==> config.mk <==
export PLATFORM = sky130hd
export DESIGN_NAME = phc_ctrl
export DESIGN_NICKNAME = d
export VERILOG_FILES = /design/src/logic/phc_pkg.sv /design/src/logic/phc_reg_if.sv /design/src/logic/phc_ctrl.sv /design/src/logic/phc_i2c_slave.sv
export SDC_FILE = /design/constraint.sdc
export NUM_CORES = 1
export LEC_CHECK = 0
export ABC_AREA = 1
export ABC_CLOCK_PERIOD_IN_PS = 3500
export BUFFER_PORTS_ARGS = -buffer_cell sky130_fd_sc_hd__buf_2
export CAP_MARGIN = 20
export CORE_UTILIZATION = 45
export DETAILED_ROUTE_END_ITERATION = 10
export HOLD_SLACK_MARGIN = 0.03
export PLACE_DENSITY_LB_ADDON = 0.15
export SLEW_MARGIN = 10
export SYNTH_ARGS = -nofsm -noshare
export SYNTH_HDL_FRONTEND = slang
export SYNTH_SLANG_ARGS = --single-unit
==> constraint.sdc <==
create_clock -name CLK -period 3.5 [get_ports CLK]
set_input_delay 0.35 -clock CLK [delete_from_list [all_inputs] [get_ports CLK]]
set_output_delay 0.35 -clock CLK [all_outputs]
set_load 0.01 [all_outputs]
==> src/logic/phc_pkg.sv <==
// Package: register map, field positions, timing and state codes
package phc_pkg;
  // Clock period of CLK in ns (250 MHz)
  localparam int unsigned CLK_PERIOD_NS = 4;
  // Documented times in their own units
  localparam int unsigned T_RST_DLY_MS_X10 = 20;   // 2.0 ms least release delay
  localparam int unsigned T_FLT_RST_MS_X10 = 18;   // 1.8 ms fault to reset
  localparam int unsigned T_FLT_OFF_MS = 100;      // 100 ms fault to power off
  localparam int unsigned T_HOLD_OFF_S_X10 = 40;   // 4.0 s button hold
  localparam int unsigned T_SLOT_US = 500;         // Sequencer slot time
  localparam int unsigned F_SLOW_HZ = 32000;       // 32 kHz warning clock
  // Derived cycle counts; least times round up
  localparam int unsigned RST_DLY_CYC =
    (T_RST_DLY_MS_X10 * 100_000 + CLK_PERIOD_NS - 1) / CLK_PERIOD_NS;
  localparam int unsigned FLT_RST_CYC = T_FLT_RST_MS_X10 * 100_000 / CLK_PERIOD_NS;
  localparam int unsigned FLT_OFF_CYC = T_FLT_OFF_MS * 1_000_000 / CLK_PERIOD_NS;
  localparam int unsigned HOLD_OFF_CYC = T_HOLD_OFF_S_X10 * 25_000_000;
  localparam int unsigned SLOT_CYC = T_SLOT_US * 1000 / CLK_PERIOD_NS;
  localparam int unsigned SLOW_CYC =
    (1_000_000_000 / CLK_PERIOD_NS + F_SLOW_HZ - 1) / F_SLOW_HZ;
  // I2C slave address
  localparam logic [6:0] DEV_ADDR = 7'h08;
  // Register offsets
  localparam logic [7:0] OFS_CTRL = 8'h10;
  localparam logic [7:0] OFS_SEQ = 8'h11;
  localparam logic [7:0] OFS_IRQ = 8'h12;
  localparam logic [7:0] OFS_MASK = 8'h13;
  localparam logic [7:0] OFS_FRM = 8'hE8;
  // Field positions
  localparam int unsigned B_EDGE_SEL = 0;   // Control and fuse word
  localparam int unsigned B_LP_INV = 1;
  localparam int unsigned B_FAULT_MODE = 2; // Fuse word only
  localparam int unsigned B_TRIAL = 7;      // Control register
  localparam int unsigned B_FRM_EN = 0;     // Fault reset mode register
  localparam int unsigned B_IRQ_FLAG = 0;   // Flag, write one to clear
  localparam int unsigned B_IRQ_LIVE = 1;   // Live fault level, read only
  localparam int unsigned B_MASK = 0;
  // Reset values
  localparam logic [7:0] RST_CTRL = 8'h00;
  localparam logic [4:0] RST_SEQ = 5'h00;
  localparam logic RST_FRM = 1'b0;
  localparam logic RST_MASK = 1'b0;
  // Power states
  typedef enum logic [4:0] {
    ST_OFF = 5'b00001,
    ST_SEQ = 5'b00010,
    ST_RDLY = 5'b00100,
    ST_ON = 5'b01000,
    ST_WARN = 5'b10000
  } phc_state_e;
endpackage

==> src/logic/phc_reg_if.sv <==
// Interface between the serial register port and the control core
`timescale 1ns/1ns
interface phc_reg_if;
  logic scl;
  logic sda;
  logic sda_oe;
  logic wr;
  logic [7:0] addr;
  logic [7:0] wdata;
  logic [7:0] rdata;
  modport port (input scl, sda, rdata, output sda_oe, wr, addr, wdata);
  modport core (output scl, sda, rdata, input sda_oe, wr, addr, wdata);
endinterface

==> src/logic/phc_ctrl.sv <==
// Power control core: request inputs, start-up sequence, host signals
`timescale 1ns/1ns
module phc_ctrl
  import phc_pkg::*;
#(
  parameter int unsigned P_RST_DLY_CYC = RST_DLY_CYC,
  parameter int unsigned P_FLT_RST_CYC = FLT_RST_CYC,
  parameter int unsigned P_FLT_OFF_CYC = FLT_OFF_CYC,
  parameter int unsigned P_HOLD_OFF_CYC = HOLD_OFF_CYC,
  parameter int unsigned P_SLOT_CYC = SLOT_CYC,
  parameter int unsigned P_SLOW_CYC = SLOW_CYC
) (
  input wire logic CLK,
  input wire logic SRST,
  input wire logic POWER_ON_REQUEST,
  input wire logic LOW_POWER_REQUEST,
  input wire logic FAULT_IN,
  input wire logic [7:0] FUSE_CFG,
  input wire logic [4:0] FUSE_SEQ_LAST,
  input wire logic SCL,
  input wire logic SDA_I,
  output logic SDA_O,
  output logic SDA_OE,
  output logic HOST_RESET_OUT_N_O,
  output logic HOST_RESET_OUT_N_OE,
  output logic SHUTDOWN_WARNING_N_O,
  output logic SHUTDOWN_WARNING_N_OE,
  output logic FAULT_IRQ_OUT_N_O,
  output logic FAULT_IRQ_OUT_N_OE,
  output logic [4:0] REG_SLOT,
  output logic STANDBY_ACTIVE,
  output logic POWERED
);
  phc_reg_if rif ();
  phc_state_e st_reg, st_next;
  // Sync bits: 0 power-on, 1 low-power, 2 fault, 3 SCL, 4 SDA
  logic [4:0] s1_reg, s2_reg, s3_reg, stb_reg, stb_next;
  logic pwr_q_reg, flt_q_reg;
  logic [31:0] tmr_reg, tmr_next, flt_reg, flt_next, hold_reg, hold_next;
  logic [4:0] slot_reg, slot_next;
  logic rst_oe_reg, rst_oe_next, sdw_oe_reg, sdw_oe_next;
  logic seen_reg, seen_next, stby_reg, stby_next;
  logic powered_reg, powered_next;
  logic flag_reg, flag_next, irq_oe_reg, irq_oe_next;
  logic [7:0] ctrl_reg, ctrl_next, fuse_reg;
  logic [4:0] seq_reg, seq_next, fseq_reg;
  logic frm_reg, frm_next, mask_reg, mask_next;
  logic pwr, lpr, flt, trial, edge_sel, lp_inv, fmode, on_evt, off_evt;
  logic [4:0] last;

  // Counter step that sticks at the top instead of wrapping
  function automatic logic [31:0] sat_inc(input logic [31:0] v);
    return (v == 32'hFFFF_FFFF) ? v : v + 32'h1;
  endfunction

  function automatic logic wr_hit(input logic [7:0] ofs);
    return rif.wr && rif.addr == ofs;
  endfunction

  // Three-stage synchroniser; a change counts when stages two and three agree
  always_comb begin
    stb_next = (~(s2_reg ^ s3_reg) & s3_reg) | ((s2_reg ^ s3_reg) & stb_reg);
  end

  always_ff @(posedge CLK) begin
    if (SRST) begin
      s1_reg <= 5'h18;
      s2_reg <= 5'h18;
      s3_reg <= 5'h18;
      stb_reg <= 5'h18;
      pwr_q_reg <= 1'b0;
      flt_q_reg <= 1'b0;
    end else begin
      s1_reg <= {SDA_I, SCL, FAULT_IN, LOW_POWER_REQUEST, POWER_ON_REQUEST};
      s2_reg <= s1_reg;
      s3_reg <= s2_reg;
      stb_reg <= stb_next;
      pwr_q_reg <= stb_reg[0];
      flt_q_reg <= stb_reg[2];
    end
  end

  assign pwr = stb_reg[0];
  assign lpr = stb_reg[1];
  assign flt = stb_reg[2];
  assign rif.scl = stb_reg[3];
  assign rif.sda = stb_reg[4];

  // Trial mode takes settings from registers, else from captured fuses
  assign trial = ctrl_reg[B_TRIAL];
  assign edge_sel = trial ? ctrl_reg[B_EDGE_SEL] : fuse_reg[B_EDGE_SEL];
  assign lp_inv = trial ? ctrl_reg[B_LP_INV] : fuse_reg[B_LP_INV];
  assign fmode = trial ? frm_reg : fuse_reg[B_FAULT_MODE];
  assign last = trial ? seq_reg : fseq_reg;

  // Turn-on and turn-off events from the power-on request; turn-off also after a long fault in fault mode
  assign on_evt = edge_sel ? (pwr_q_reg & ~pwr) : pwr;
  assign off_evt = (!edge_sel && !pwr)
    || (edge_sel && hold_reg >= P_HOLD_OFF_CYC)
    || (fmode && flt_reg > P_FLT_OFF_CYC);

  // Fault persistence and button hold timers
  always_comb begin
    // Held at zero while off, so a restart into a lasting fault times it afresh
    flt_next = (flt && st_reg != ST_OFF) ? sat_inc(flt_reg) : 32'h0;
    hold_next = (edge_sel && !pwr && st_reg != ST_OFF) ? sat_inc(hold_reg) : 32'h0;
  end

  // Power state machine; one shared timer paces slots, delay and warning
  always_comb begin
    st_next = st_reg;
    tmr_next = tmr_reg + 32'h1;
    slot_next = slot_reg;
    rst_oe_next = rst_oe_reg;
    sdw_oe_next = 1'b0;
    seen_next = seen_reg | (flt && (st_reg inside {ST_SEQ, ST_RDLY}));
    unique case (st_reg)
      ST_OFF: begin
        tmr_next = 32'h0;
        rst_oe_next = 1'b1;
        if (on_evt) begin
          st_next = ST_SEQ;
          slot_next = 5'h00;
          seen_next = flt;
        end
      end
      ST_SEQ, ST_RDLY, ST_ON: begin
        if (off_evt) begin
          st_next = ST_WARN;
          tmr_next = 32'h0;
          rst_oe_next = 1'b1;
          sdw_oe_next = 1'b1;
        end else if (st_reg == ST_SEQ) begin
          if (slot_reg == last) begin
            st_next = ST_RDLY;
            tmr_next = 32'h0;
          end else if (tmr_reg == P_SLOT_CYC - 1) begin
            slot_next = slot_reg + 5'h01;
            tmr_next = 32'h0;
          end
        end else if (st_reg == ST_RDLY) begin
          if (tmr_reg == P_RST_DLY_CYC - 1) begin
            st_next = ST_ON;
            rst_oe_next = fmode && seen_reg;
          end
        end else begin
          tmr_next = 32'h0;
          // Fault mode pulls reset after a persistent fault, anytime
          if (fmode && flt_reg >= P_FLT_RST_CYC) begin
            rst_oe_next = 1'b1;
          end else if (fmode && !flt && !seen_reg) begin
            rst_oe_next = 1'b0;
          end else if (!fmode) begin
            rst_oe_next = 1'b0;
          end
        end
      end
      ST_WARN: begin
        // Exactly one slow-clock period, then released in off
        sdw_oe_next = 1'b1;
        if (tmr_reg == P_SLOW_CYC - 1) begin
          st_next = ST_OFF;
          sdw_oe_next = 1'b0;
          slot_next = 5'h00;
        end
      end
    endcase
    stby_next = (st_next == ST_ON) && (lpr ^ lp_inv);
    powered_next = (st_next != ST_OFF);
  end

  always_ff @(posedge CLK) begin
    if (SRST) begin
      st_reg <= ST_OFF;
      powered_reg <= 1'b0;
      tmr_reg <= 32'h0;
      flt_reg <= 32'h0;
      hold_reg <= 32'h0;
      slot_reg <= 5'h00;
      rst_oe_reg <= 1'b1;
      sdw_oe_reg <= 1'b0;
      seen_reg <= 1'b0;
      stby_reg <= 1'b0;
    end else begin
      st_reg <= st_next;
      tmr_reg <= tmr_next;
      flt_reg <= flt_next;
      hold_reg <= hold_next;
      slot_reg <= slot_next;
      rst_oe_reg <= rst_oe_next;
      sdw_oe_reg <= sdw_oe_next;
      seen_reg <= seen_next;
      stby_reg <= stby_next;
      powered_reg <= powered_next;
    end
  end

  // Registers; a new fault wins over a clear in the same cycle
  always_comb begin
    ctrl_next = wr_hit(OFS_CTRL) ? rif.wdata : ctrl_reg;
    seq_next = wr_hit(OFS_SEQ) ? rif.wdata[4:0] : seq_reg;
    frm_next = wr_hit(OFS_FRM) ? rif.wdata[B_FRM_EN] : frm_reg;
    mask_next = wr_hit(OFS_MASK) ? rif.wdata[B_MASK] : mask_reg;
    flag_next = (flt & ~flt_q_reg)
      | (flag_reg & ~(wr_hit(OFS_IRQ) & rif.wdata[B_IRQ_FLAG]));
    irq_oe_next = flag_next & ~mask_next;
    unique case (rif.addr)
      OFS_CTRL: rif.rdata = ctrl_reg;
      OFS_SEQ: rif.rdata = {3'h0, seq_reg};
      OFS_IRQ: rif.rdata = {6'h00, flt, flag_reg};
      OFS_MASK: rif.rdata = {7'h00, mask_reg};
      OFS_FRM: rif.rdata = {7'h00, frm_reg};
      default: rif.rdata = 8'h00;
    endcase
  end

  // Fuse word is a strap, captured while reset is held
  always_ff @(posedge CLK) begin
    if (SRST) begin
      ctrl_reg <= RST_CTRL;
      seq_reg <= RST_SEQ;
      frm_reg <= RST_FRM;
      mask_reg <= RST_MASK;
      flag_reg <= 1'b0;
      irq_oe_reg <= 1'b0;
      fuse_reg <= FUSE_CFG;
      fseq_reg <= FUSE_SEQ_LAST;
    end else begin
      ctrl_reg <= ctrl_next;
      seq_reg <= seq_next;
      frm_reg <= frm_next;
      mask_reg <= mask_next;
      flag_reg <= flag_next;
      irq_oe_reg <= irq_oe_next;
    end
  end

  phc_i2c_slave u_port (
    .clk(CLK),
    .srst(SRST),
    .bus(rif.port)
  );

  // Open-drain pins only ever pull low
  assign SDA_O = 1'b0;
  assign SDA_OE = rif.sda_oe;
  assign HOST_RESET_OUT_N_O = 1'b0;
  assign HOST_RESET_OUT_N_OE = rst_oe_reg;
  assign SHUTDOWN_WARNING_N_O = 1'b0;
  assign SHUTDOWN_WARNING_N_OE = sdw_oe_reg;
  assign FAULT_IRQ_OUT_N_O = 1'b0;
  assign FAULT_IRQ_OUT_N_OE = irq_oe_reg;
  assign REG_SLOT = slot_reg;
  assign STANDBY_ACTIVE = stby_reg;
  assign POWERED = powered_reg;
endmodule

==> src/logic/phc_i2c_slave.sv <==
// Serial register port: two-wire slave with auto-incrementing pointer
`timescale 1ns/1ns
module phc_i2c_slave
  import phc_pkg::*;
(
  input wire logic clk,
  input wire logic srst,
  phc_reg_if.port bus
);
  typedef enum logic [8:0] {
    I_IDLE = 9'h001, I_DEV = 9'h002, I_DACK = 9'h004, I_PTR = 9'h008,
    I_PACK = 9'h010, I_WR = 9'h020, I_WACK = 9'h040, I_RD = 9'h080,
    I_RACK = 9'h100
  } phc_i2c_e;

  phc_i2c_e st_reg, st_next;
  logic scl_q_reg, scl_q_next, sda_q_reg, sda_q_next;
  logic [3:0] cnt_reg, cnt_next;
  logic [7:0] sh_reg, sh_next, ptr_reg, ptr_next, wd_reg, wd_next;
  logic oe_reg, oe_next, wr_reg, wr_next, rw_reg, rw_next, nak_reg, nak_next;
  logic start, stop, rise, fall;

  // Inputs arrive already synchronised, so edges are safe to detect here
  assign start = bus.scl & scl_q_reg & sda_q_reg & ~bus.sda;
  assign stop = bus.scl & scl_q_reg & ~sda_q_reg & bus.sda;
  assign rise = bus.scl & ~scl_q_reg;
  assign fall = ~bus.scl & scl_q_reg;

  // Byte engine: shift on SCL rise, act and drive SDA on SCL fall
  always_comb begin
    st_next = st_reg;
    scl_q_next = bus.scl;
    sda_q_next = bus.sda;
    cnt_next = cnt_reg;
    sh_next = sh_reg;
    ptr_next = ptr_reg;
    wd_next = wd_reg;
    oe_next = oe_reg;
    wr_next = 1'b0;
    rw_next = rw_reg;
    nak_next = nak_reg;
    if (start) begin
      st_next = I_DEV;
      cnt_next = 4'h0;
      oe_next = 1'b0;
    end else if (stop) begin
      st_next = I_IDLE;
      oe_next = 1'b0;
    end else if (rise && (st_reg inside {I_DEV, I_PTR, I_WR})) begin
      sh_next = {sh_reg[6:0], bus.sda};
      cnt_next = cnt_reg + 4'h1;
    end else if (rise && st_reg == I_RACK) begin
      nak_next = bus.sda;
    end else if (fall) begin
      unique case (st_reg)
        I_IDLE: st_next = I_IDLE;
        I_DEV: if (cnt_reg == 4'h8) begin
          // Only our own address is acknowledged
          st_next = (sh_reg[7:1] == DEV_ADDR) ? I_DACK : I_IDLE;
          oe_next = (sh_reg[7:1] == DEV_ADDR);
          rw_next = sh_reg[0];
        end
        I_PTR, I_WR: if (cnt_reg == 4'h8) begin
          st_next = (st_reg == I_PTR) ? I_PACK : I_WACK;
          oe_next = 1'b1;
          if (st_reg == I_PTR) begin
            ptr_next = sh_reg;
          end else begin
            wd_next = sh_reg;
            wr_next = 1'b1;
          end
        end
        I_DACK, I_PACK, I_WACK, I_RACK: begin
          cnt_next = 4'h0;
          if (st_reg == I_WACK) begin
            ptr_next = ptr_reg + 8'h01;
          end
          if ((st_reg == I_DACK && rw_reg) || (st_reg == I_RACK && !nak_reg)) begin
            st_next = I_RD;
            sh_next = bus.rdata;
            oe_next = ~bus.rdata[7];
            cnt_next = 4'h1;
          end else if (st_reg == I_RACK) begin
            st_next = I_IDLE;
            oe_next = 1'b0;
          end else begin
            st_next = (st_reg == I_DACK) ? I_PTR : I_WR;
            oe_next = 1'b0;
          end
        end
        I_RD: if (cnt_reg == 4'h8) begin
          st_next = I_RACK;
          oe_next = 1'b0;
          ptr_next = ptr_reg + 8'h01;
        end else begin
          sh_next = {sh_reg[6:0], 1'b0};
          oe_next = ~sh_reg[6];
          cnt_next = cnt_reg + 4'h1;
        end
      endcase
    end
  end

  always_ff @(posedge clk) begin
    if (srst) begin
      st_reg <= I_IDLE;
      scl_q_reg <= 1'b1;
      sda_q_reg <= 1'b1;
      cnt_reg <= 4'h0;
      sh_reg <= 8'h00;
      ptr_reg <= 8'h00;
      wd_reg <= 8'h00;
      oe_reg <= 1'b0;
      wr_reg <= 1'b0;
      rw_reg <= 1'b0;
      nak_reg <= 1'b0;
    end else begin
      st_reg <= st_next;
      scl_q_reg <= scl_q_next;
      sda_q_reg <= sda_q_next;
      cnt_reg <= cnt_next;
      sh_reg <= sh_next;
      ptr_reg <= ptr_next;
      wd_reg <= wd_next;
      oe_reg <= oe_next;
      wr_reg <= wr_next;
      rw_reg <= rw_next;
      nak_reg <= nak_next;
    end
  end

  assign bus.sda_oe = oe_reg;
  assign bus.wr = wr_reg;
  assign bus.addr = ptr_reg;
  assign bus.wdata = wd_reg;
endmodule

==> run metrics, run 1 <==
run status finished, final reports clean; Post-synth EDFFs 8; # diodes 0; Top FF cell, synth dfxtp_1; hold crit path type in2reg; vias just over 10000; die height about 160 µm; clk_skew 0.0130 ns; XOR/XNOR share of the synthesized area 0.0601; setup ws final 0.981 ns; # DRC 0; largest net degree at the start of global routing between 50 and 60; most frequent CP cell o21ai_0; Leakage approximately 0.0051 µW; MaxCap Viol Count 0; global-route wire length before repair 46.6 mm; total power density per cell area 403 mW/mm²; met2 Use GR 0.352; Post-Syn Instances 1672; Core ar. 0.0244 mm²; clock latency on the worst-skew pair approximately 0.53 ns; YS warnings 0; CP bufs+invs 1; ANT nets after route 0; register bit count reported by yosys 201; Req. time, crit path 3.96 ns; Final Slew Violations 0; initial DRC count 841; RD Place Congestion between 0.9 and 1; share of the synthesized area in the top cell type 0.344; Clk pin slew, worst setup/hold paths 0.06 ns; Synth cell types 54; sequential-to-total area share from yosys stat 0.366; number of global-route vias before repair between 9000 and 10000; H-tree depth 1; global route overflow 0; Tmin final 2.52 ns; DP Cell Count 1994; DRT Pass-1 Iters 5; CTS tree yes; Slowest cell on crit path inv_1; Clock Root Buffer clkbuf_16; IO Port Bufs 25; nets 1740; Avg Inst Size Synth 6.72 µm²; hpwl dp 20.0 mm; Worst Max-Slew Pin Slew around 0.69 ns; setup TNS 0 ns; IO Count 35; CP peak stage delay 0.60 ns; Die X about 160 µm; Starting Density 0.460; CTS resizes 0; initial antenna violation count 0; P&R area growth vs syn 12.3%; TritonCTS buffer count 24; wire per inst 13.3 µm; post-route clock period utilization 0.720; RSZ-0062 raised after global routing no; clk sink count 201; complex-gate fraction of the synthesized area 0.102; layout cells sized above 1 0.0829; fill count 2527; cell family with most CP delay simple AND/OR/NAND/NOR gates; Post-Synth Adder-Cell Area 0.0145; total setup buffers inserted after CTS 0; synth top area cells dfxtp_1 34%, nand2_1 11%, nor2_1 8.9%; endpoints failing hold 0; clock tree buffer depth 3; Via density 5.02; total wire length 27.3 mm; relative slew slack 0.541; # setup viols final 0; Place WS between 0.9 and 1 ns; WS Path Type reg2reg; die area 0.0256 mm²; Crit. End Element flip-flop; met1 Resource Use GR 0.298; CP Max Fanout 19; fmax 397 MHz; layer with the highest usage met2; Total GRT Usage 0.216; non-filler cells in the finished layout 2049; GR Util met3 0.0288; async set-reset flop share out of synthesis 0; Synth Area in Simple Gates 0.356; final design utilization 0.517; main combinational cell family by area after synthesis simple AND/OR/NAND/NOR gates; startpoint types flip-flop; leading area contributor after synthesis dfxtp_1; post-synthesis mux area share 0; Hold Buf Count CTS 11; row cnt 57; crit-path cells o21ai_0, nor2_1, nand3_1, inv_1, o21ai_0, a21oi_1; Critical Path AT just under 3 ns; Synth Cell Area 0.0112 mm²; Max VDD drop 0.568 mV
-- worst min-delay path: stages --
cell    delay [ns]
buf_2         0.07
inv_1         0.05
nor2_1        0.08
-- path summary, 6_finish.rpt --
path / cells after the start / slack [ns] / start / endpoint
setup reg to reg: 6 / 0.98 / ctrl_reg[7] / hold_reg[1]
hold reg to reg: 2 / 0.40 / s1_reg[2] / s2_reg[2]
setup / recovery: 6 / 0.98 / ctrl_reg[7] / hold_reg[1]
hold / removal: 3 / 0.07 / POWER_ON_REQUEST / s1_reg[0]
-- stage by stage --
step                power, µW  area, µm²  hold slack (ns)
floorplan                2430      11200            0.388
global placement         2460      11600            0.391
detailed placement       2460      11600            0.396
CTS                      5160      12600           0.0404
global route             5260      12600           0.0882
finish                   5080      12600           0.0654
-- synthesized netlist by cell type, types with 3 or more instances --
cell type  number
nor3_4          4
o211ai_1        3
nor3_1         78
nand3_1        79
inv_2           9
nand2_4         4
nor4_1         18
o21ai_1         6
or2_2           7
clkbuf_1       15
buf_2          11
nand3_2         9
nor2_2          9
nor3_2          5
inv_1         241
nand3b_1        4
xnor2_1        13
buf_4           6
xor2_1         64
nand2_1       316
a31oi_1         5
a21oi_1        72
dfxtp_1       193
ha_1           13
o21ai_0       114
o21a_1          5
edfxtp_1        8
nor2_1        267
nand4_1        51
nand2_2        11
nor2_4          3
-- placed cells by master, fill, tap and decap left out, drive strengths merged, types with 2 or more instances in the layout --
master       instances
a31oi                5
nor2               279
nor3                87
a211oi               2
bufinv               3
o211ai               3
ha                  13
a21oi               73
inv                251
edfxtp               8
dfxtp              193
buf                 31
nand3               89
nand2              331
clkinv               6
conb                 4
nor4                19
o21ai              122
o21bai               2
o21a                 5
dlygate4sd3         11
or2                 10
o31ai                2
xor2                64
clkbuf              37
xnor2               13
nand3b               4
nand4               53
-- power breakdown --
part	total [µW]	switching, µW	internal, µW
clock	2660	988	1670
sequential	2330	9.02	2320
combinational	92.3	59.4	32.9
-- area by class of cell --
cell class,instances,area (µm²),area share
multi-input combinational,1185,6000,0.476
tap,324,405,0.0322
clock inverter,7,121,0.00963
clock buffer,37,739,0.0587
inverter,253,953,0.0756
timing repair buffer,42,280,0.0222
sequential,201,4100,0.326
-- cells by family after synthesis --
logic type,after synthesis
other,1
buffers and inverters,289
flip-flops,201
AO/OA/AOI/OAI,216
XOR/XNOR,77
AND/OR/NAND/NOR,875
adder cells (fa/ha/maj),13
-- per-layer routing --
| layer | routed length [µm] | vias up |
|---|---|---|
| met1 | 13400 | 4598 |
| met2 | 12100 | 213 |
| met5 | 0 | - |
| li1 | - | 5433 |
| met3 | 1130 | 52 |
| met4 | 691 | 0 |
(Power assumes the default switching activity.)
==> run 2, diff against run 1 <==
--- a/config.mk
+++ b/config.mk
@@ -5,8 +5,8 @@
 export SDC_FILE = /design/constraint.sdc
 export NUM_CORES = 1
 export LEC_CHECK = 0
-export ABC_AREA = 1
-export ABC_CLOCK_PERIOD_IN_PS = 3500
+export ABC_AREA = 0
+export ABC_CLOCK_PERIOD_IN_PS = 2500
 export BUFFER_PORTS_ARGS = -buffer_cell sky130_fd_sc_hd__buf_2
 export CAP_MARGIN = 20
 export CORE_UTILIZATION = 45
==> constraint.sdc (replaced) <==
create_clock -name CLK -period 2.5 [get_ports CLK]
set_input_delay 0.25 -clock CLK [delete_from_list [all_inputs] [get_ports CLK]]
set_output_delay 0.25 -clock CLK [all_outputs]
set_load 0.01 [all_outputs]
==> run 2 against run 1 <==
Net effect: the run now ends with setup timing left; die area shrank 14%; sequential power grew 40%; cell count shrank 24%; largest cell class unchanged.
==> run metrics, run 2 <==
Crit. End Element flip-flop; global route overflow 0; MaxCap Viol Count 0; Top FF cell, synth dfxtp_1; failing checks setup timing; relative slew slack 0.404; Final Slew Violations 0; total wire length approximately 23 mm; non-filler cells in the finished layout between 1500 and 2000; RSZ-0062 raised after global routing yes; FF-to-FF Start flt_reg[23]; row cnt 53; clock latency on the worst-skew pair 0.52 ns; Starting Density 0.459; Tmin final 2.71 ns; # DRC 0; clk_skew approximately 0.01 ns; WS Path Type reg2reg; Req. time, crit path 2.94 ns; Total GRT Usage 0.210; P&R area growth vs syn 22.9%; nets 1300; Leakage about 0.0042 µW; Synth Cell Area 0.00968 mm²; Slowest cell on crit path or4_4; Post-synth EDFFs 8; final design utilization 0.565; CTS tree yes; Post-Syn Instances 1154; # setup viols final 41; Avg Inst Size Synth 8.39 µm²; RD Place Congestion 0.885; initial DRC count about 480; share of the synthesized area in the top cell type 0.399; fmax between 300 and 400 MHz; crit-path cells or4_4, or4_4, nor4_4, a211oi_2, or4_4, a211oi_2, mux2i_1; DP Cell Count 1494; DP Area about 0.011 mm²; setup ws final -0.209 ns; die height 149 µm; vias between 8000 and 9000; hpwl dp 15.7 mm; leading area contributor after synthesis dfxtp_1; hold crit path type in2reg; total power density per cell area 596 mW/mm²; Clk pin slew, worst setup/hold paths 0.06 ns; largest net degree at the start of global routing 61; clock tree buffer depth 3; DRT Pass-1 Iters 5; clk sink count 201; Worst Setup SP flt_reg[23]; post-route clock period utilization 1.08; layout cells sized above 1 0.173; most frequent CP cell or4_4; IO Port Bufs 25; TritonCTS buffer count 24; H-tree depth 1; sequential-to-total area share from yosys stat 0.424; die area 0.0221 mm²; synth top area cells dfxtp_1 40%, nor2_1 6.0%, xor2_1 4.7%; initial antenna violation count 0; cell family with most CP delay simple AND/OR/NAND/NOR gates; top cells by count, synth 193 x dfxtp_1, 156 x nor2_1, 89 x nand2_1; global-route wire length before repair ~38 mm; Clock Root Buffer clkbuf_16; most common cell after layout, fill and taps aside dfxtp_1; CP Max Fanout 3; Max VDD drop between 0.5 and 0.6 mV; register bit count reported by yosys about 200; Die X 149 µm; startpoint types flip-flop; CP bufs+invs 0; run status finished, violations left; Worst Max-Slew Pin Slew between 0.8 and 0.9 ns; most frequent cell after synthesis dfxtp_1; number of global-route vias before repair about 7900; wire per inst 15.0 µm; async set-reset flop share out of synthesis 0; Final Instance Area 0.0119 mm²; CP peak stage delay around 0.56 ns; YS warnings 0; Synth cell types 73; worst hold start SRST; Via density 5.45; # diodes 0; Core ar. 0.0211 mm²; endpoints failing hold 0; ANT nets after route 0; most frequent cells in the layout 191 x dfxtp_1, 155 x nor2_1, 94 x buf_4; IO Count 35; Critical Path AT 3.15 ns
[run 2: cell count changes after synthesis, sizes merged, moves of 24 or more]
cell,change
nor3,-24
o21ai,-97
and3,+30
inv,-226
nor2,-122
clkbuf,+28
xnor2,+33
nand3,-29
nand2,-242
[run 2: cell type report]
class,instances,area [µm²]
well taps,275,344
clock inverters,10,156
clock buffers,34,699
multi-input cells,876,5420
inverters,25,93.8
repair buffers,139,1090
fillers,1947,9180
flip-flops and latches,201,4110
[run 2: power by group]
group	internal (µW)	leakage, µW	switching (µW)	total [µW]
combinational	57.8	0.00217	75.7	133
sequential	3250	0.00164	9.52	3260
clock	2360	0.000411	1350	3710
[run 2: path summary, 6_finish.rpt]
path | endpoint | depth (start not counted) | slack [ns]
setup / recovery | REG_SLOT[4] | 7 | -0.21
hold / removal | s3_reg[2] | 2 | 0.20
setup reg to reg | REG_SLOT[4] | 7 | -0.21
hold reg to reg | s2_reg[3] | 1 | 0.42
[run 2: worst reg2reg max path, delay by kind of cell (launching register included)]
family          cells  cell delay (ns)
flops               1             0.32
simple gates        4             1.79
mux                 1             0.20
compound gates      2             0.33
[run 2: layer usage]
metal / wire (µm) / vias to the layer above / track usage
met5: 0 / - / 0
met4: 430 / 0 / 0.0557
met3: 937 / 37 / 0.0270
met2: 10600 / 159 / 0.343
met1: 11400 / 3981 / 0.292
li1: - / 4320 / -
[run 2: logic make-up (layout without fill, tap and decap cells)]
family,after synthesis,count (layout),synth area share
multiplexers,21,21,0.0220
adder cells (fa/ha/maj),13,13,0.0168
other,1,4,0.000387
XOR/XNOR,98,98,0.0886
AO/OA/AOI/OAI,170,171,0.111
buffers and inverters,81,208,0.0345
AND/OR/NAND/NOR,569,569,0.303
flip-flops,201,201,0.424
[run 2: what timing repair did]
action | CTS | global route
cloned | 0 | 4
setup endpoints to repair | 46 | 63
pin swaps | 7 | 9
setup buffers | 1 | 4
gates resized for setup | 8 | 16
hold buffers | 13 | 0
endpoints found under the hold margin | 13 | 0
[run 2: stage by stage]
step                hold WS, ns  setup WS [ns]  setup TNS, ns  power [µW]
finish                    0.196         -0.209          -4.66        7100
CTS                       0.189         -0.202          -4.02        7190
global placement          0.409         -0.170          -3.98        3440
floorplan                 0.341        -0.0948         -0.215        3400
detailed placement        0.402         -0.181          -5.15        3440
global route              0.220         -0.309         -10.63        7330
==> run 3, diff against run 2 <==
--- a/config.mk
+++ b/config.mk
@@ -9,7 +9,7 @@
 export ABC_CLOCK_PERIOD_IN_PS = 2500
 export BUFFER_PORTS_ARGS = -buffer_cell sky130_fd_sc_hd__buf_2
 export CAP_MARGIN = 20
-export CORE_UTILIZATION = 45
+export CORE_UTILIZATION = 50
 export DETAILED_ROUTE_END_ITERATION = 10
 export HOLD_SLACK_MARGIN = 0.03
 export PLACE_DENSITY_LB_ADDON = 0.15
==> run 3 against run 2 <==
Net effect: clock skew up 0.013 ns; combinational power about the same; largest power group is now sequential cells; the flow still finishes with violations (setup timing); final area down 0.59%; first-iteration DRC count down 2.5%; hold slack worse by 0.058 ns; global-route usage up 1.9 points; clock power down 14%; register-to-register slack better by 0.09 ns; maximum frequency up 3.6%; utilization up 6.4 points; cell count down 0.96%.
==> run metrics, run 3 (synthesis gave the netlist of run 2 again) <==
H-tree depth 1; CP bufs+invs 0; setup ws final -0.114 ns; Critical Path AT 3.06 ns; Final Instance Area 0.0118 mm²; initial antenna violation count 0; failing checks setup timing; Via density 5.52; most frequent CP cell or4_4; startpoint types flip-flop; Req. time, crit path 2.94 ns; largest net degree at the start of global routing 45; Hold Crit Depth 2; final design utilization 0.629; relative slew slack 0.494; endpoints failing hold 0; Slowest cell on crit path or4_4; Starting Density 0.514; # DRC 0; Clk pin slew, worst setup/hold paths 0.06 ns; total power density per cell area 556 mW/mm²; global-route wire length before repair around 38 mm; fmax 383 MHz; total wire length roughly 23 mm; P&R area growth vs syn 22.2%; number of global-route vias before repair between 8000 and 9000; vias 8530; DP Area 0.0107 mm²; hold crit path type in2reg; clk_skew 0.0231 ns; Total GRT Usage 0.229; most common cell after layout, fill and taps aside dfxtp_1; most frequent cells in the layout 191 x dfxtp_1, 155 x nor2_1, 103 x buf_4; global route overflow 0; R2R Path End REG_SLOT[4]; CP peak stage delay 0.55 ns; Min-Delay Endpoint s1_reg[0]; # setup viols final 41; die height 141 µm; MaxCap Viol Count 0; clk sink count 201; initial DRC count 465; run status finished, violations left; FF-to-FF Start flt_reg[26]; Die X 141 µm; Worst Max-Slew Pin Slew 0.757 ns; RD Place Congestion just under 0.9; Crit. End Element flip-flop; CP Max Fanout 3; post-route clock period utilization 1.05; die area 0.0199 mm²; row cnt 50; cell family with most CP delay simple AND/OR/NAND/NOR gates; IO Port Bufs 25; reg-to-reg setup timing slack -0.11 ns; Tmin final 2.61 ns; IO Count 35; # diodes 0; ANT nets after route 0; Clock Root Buffer clkbuf_16; Leakage approximately 0.0042 µW; TritonCTS buffer count 22; Place WS -0.187 ns; Final Slew Violations 0; RSZ-0062 raised after global routing yes; Worst R2R Path Depth 7; nets 1305; WS Path Type reg2reg; DP Cell Count 1483; crit-path cells or4_4, or4_4, nor4_4, a211oi_2, or4_4, a211oi_2, mux2i_1; CTS tree yes; layout cells sized above 1 0.179; non-filler cells in the finished layout 1545; clock latency on the worst-skew pair 0.52 ns; clock tree buffer depth 3; wire per inst ~15 µm; hpwl dp 15.9 mm; Core ar. about 0.019 mm²; worst hold start SRST; DRT Pass-1 Iters 5; Max VDD drop 0.614 mV
[run 3: worst max path at each step]
stage | from | endpoint | slack [ns] | cells past startpoint
final | flt_reg[26] | REG_SLOT[4] | -0.11 | 7
after global routing | flt_reg[26] | HOST_RESET_OUT_N_OE | -0.26 | 8
after CTS | flt_reg[26] | STANDBY_ACTIVE | -0.12 | 8
after detailed placement | flt_reg[27] | STANDBY_ACTIVE | -0.19 | 8
after global placement | flt_reg[27] | REG_SLOT[4] | -0.12 | 7
after floorplan | flt_reg[27] | REG_SLOT[4] | -0.09 | 7
[run 3: layout make-up]
type | instances | area [µm²]
inverter | 25 | 93.8
tap | 260 | 325
timing repair buffer | 147 | 1130
fill | 1660 | 7000
sequential | 201 | 4110
clock buffer | 31 | 614
multi-input combinational | 875 | 5470
clock inverter | 6 | 91.3
[run 3: routing by layer]
metal / vias up / wire length [µm] / track usage
met4: 0 / 469 / 0.0635
met1: 4028 / 11200 / 0.312
li1: 4324 / - / -
met3: 25 / 989 / 0.0397
met2: 153 / 10200 / 0.373
met5: - / 0 / 0
[run 3: timing repair]
item                       in CTS  in global routing
hold endpoints to repair       13                  0
hold buffers                   13                  0
setup endpoints to repair      41                 65
pin swaps                       6                 13
gates cloned                    0                  2
buffers inserted                0                 10
gates resized for setup         4                 31
[run 3: where the power goes]
group          switching [µW]  internal, µW  leakage, µW
clock network            1280          1910     0.000347
registers                11.8          3250      0.00164
logic                    76.5          55.5      0.00221
total                    1370          5220      0.00419
[run 3: metrics by stage]
stage,setup TNS [ns],hold WS [ns],power (µW)
final,-1.90,0.139,6580
after global routing,-6.62,0.148,6790
after CTS,-2.74,0.123,6660
after detailed placement,-1.62,0.397,3440
after global placement,-0.728,0.402,3440
after floorplan,-0.215,0.341,3400
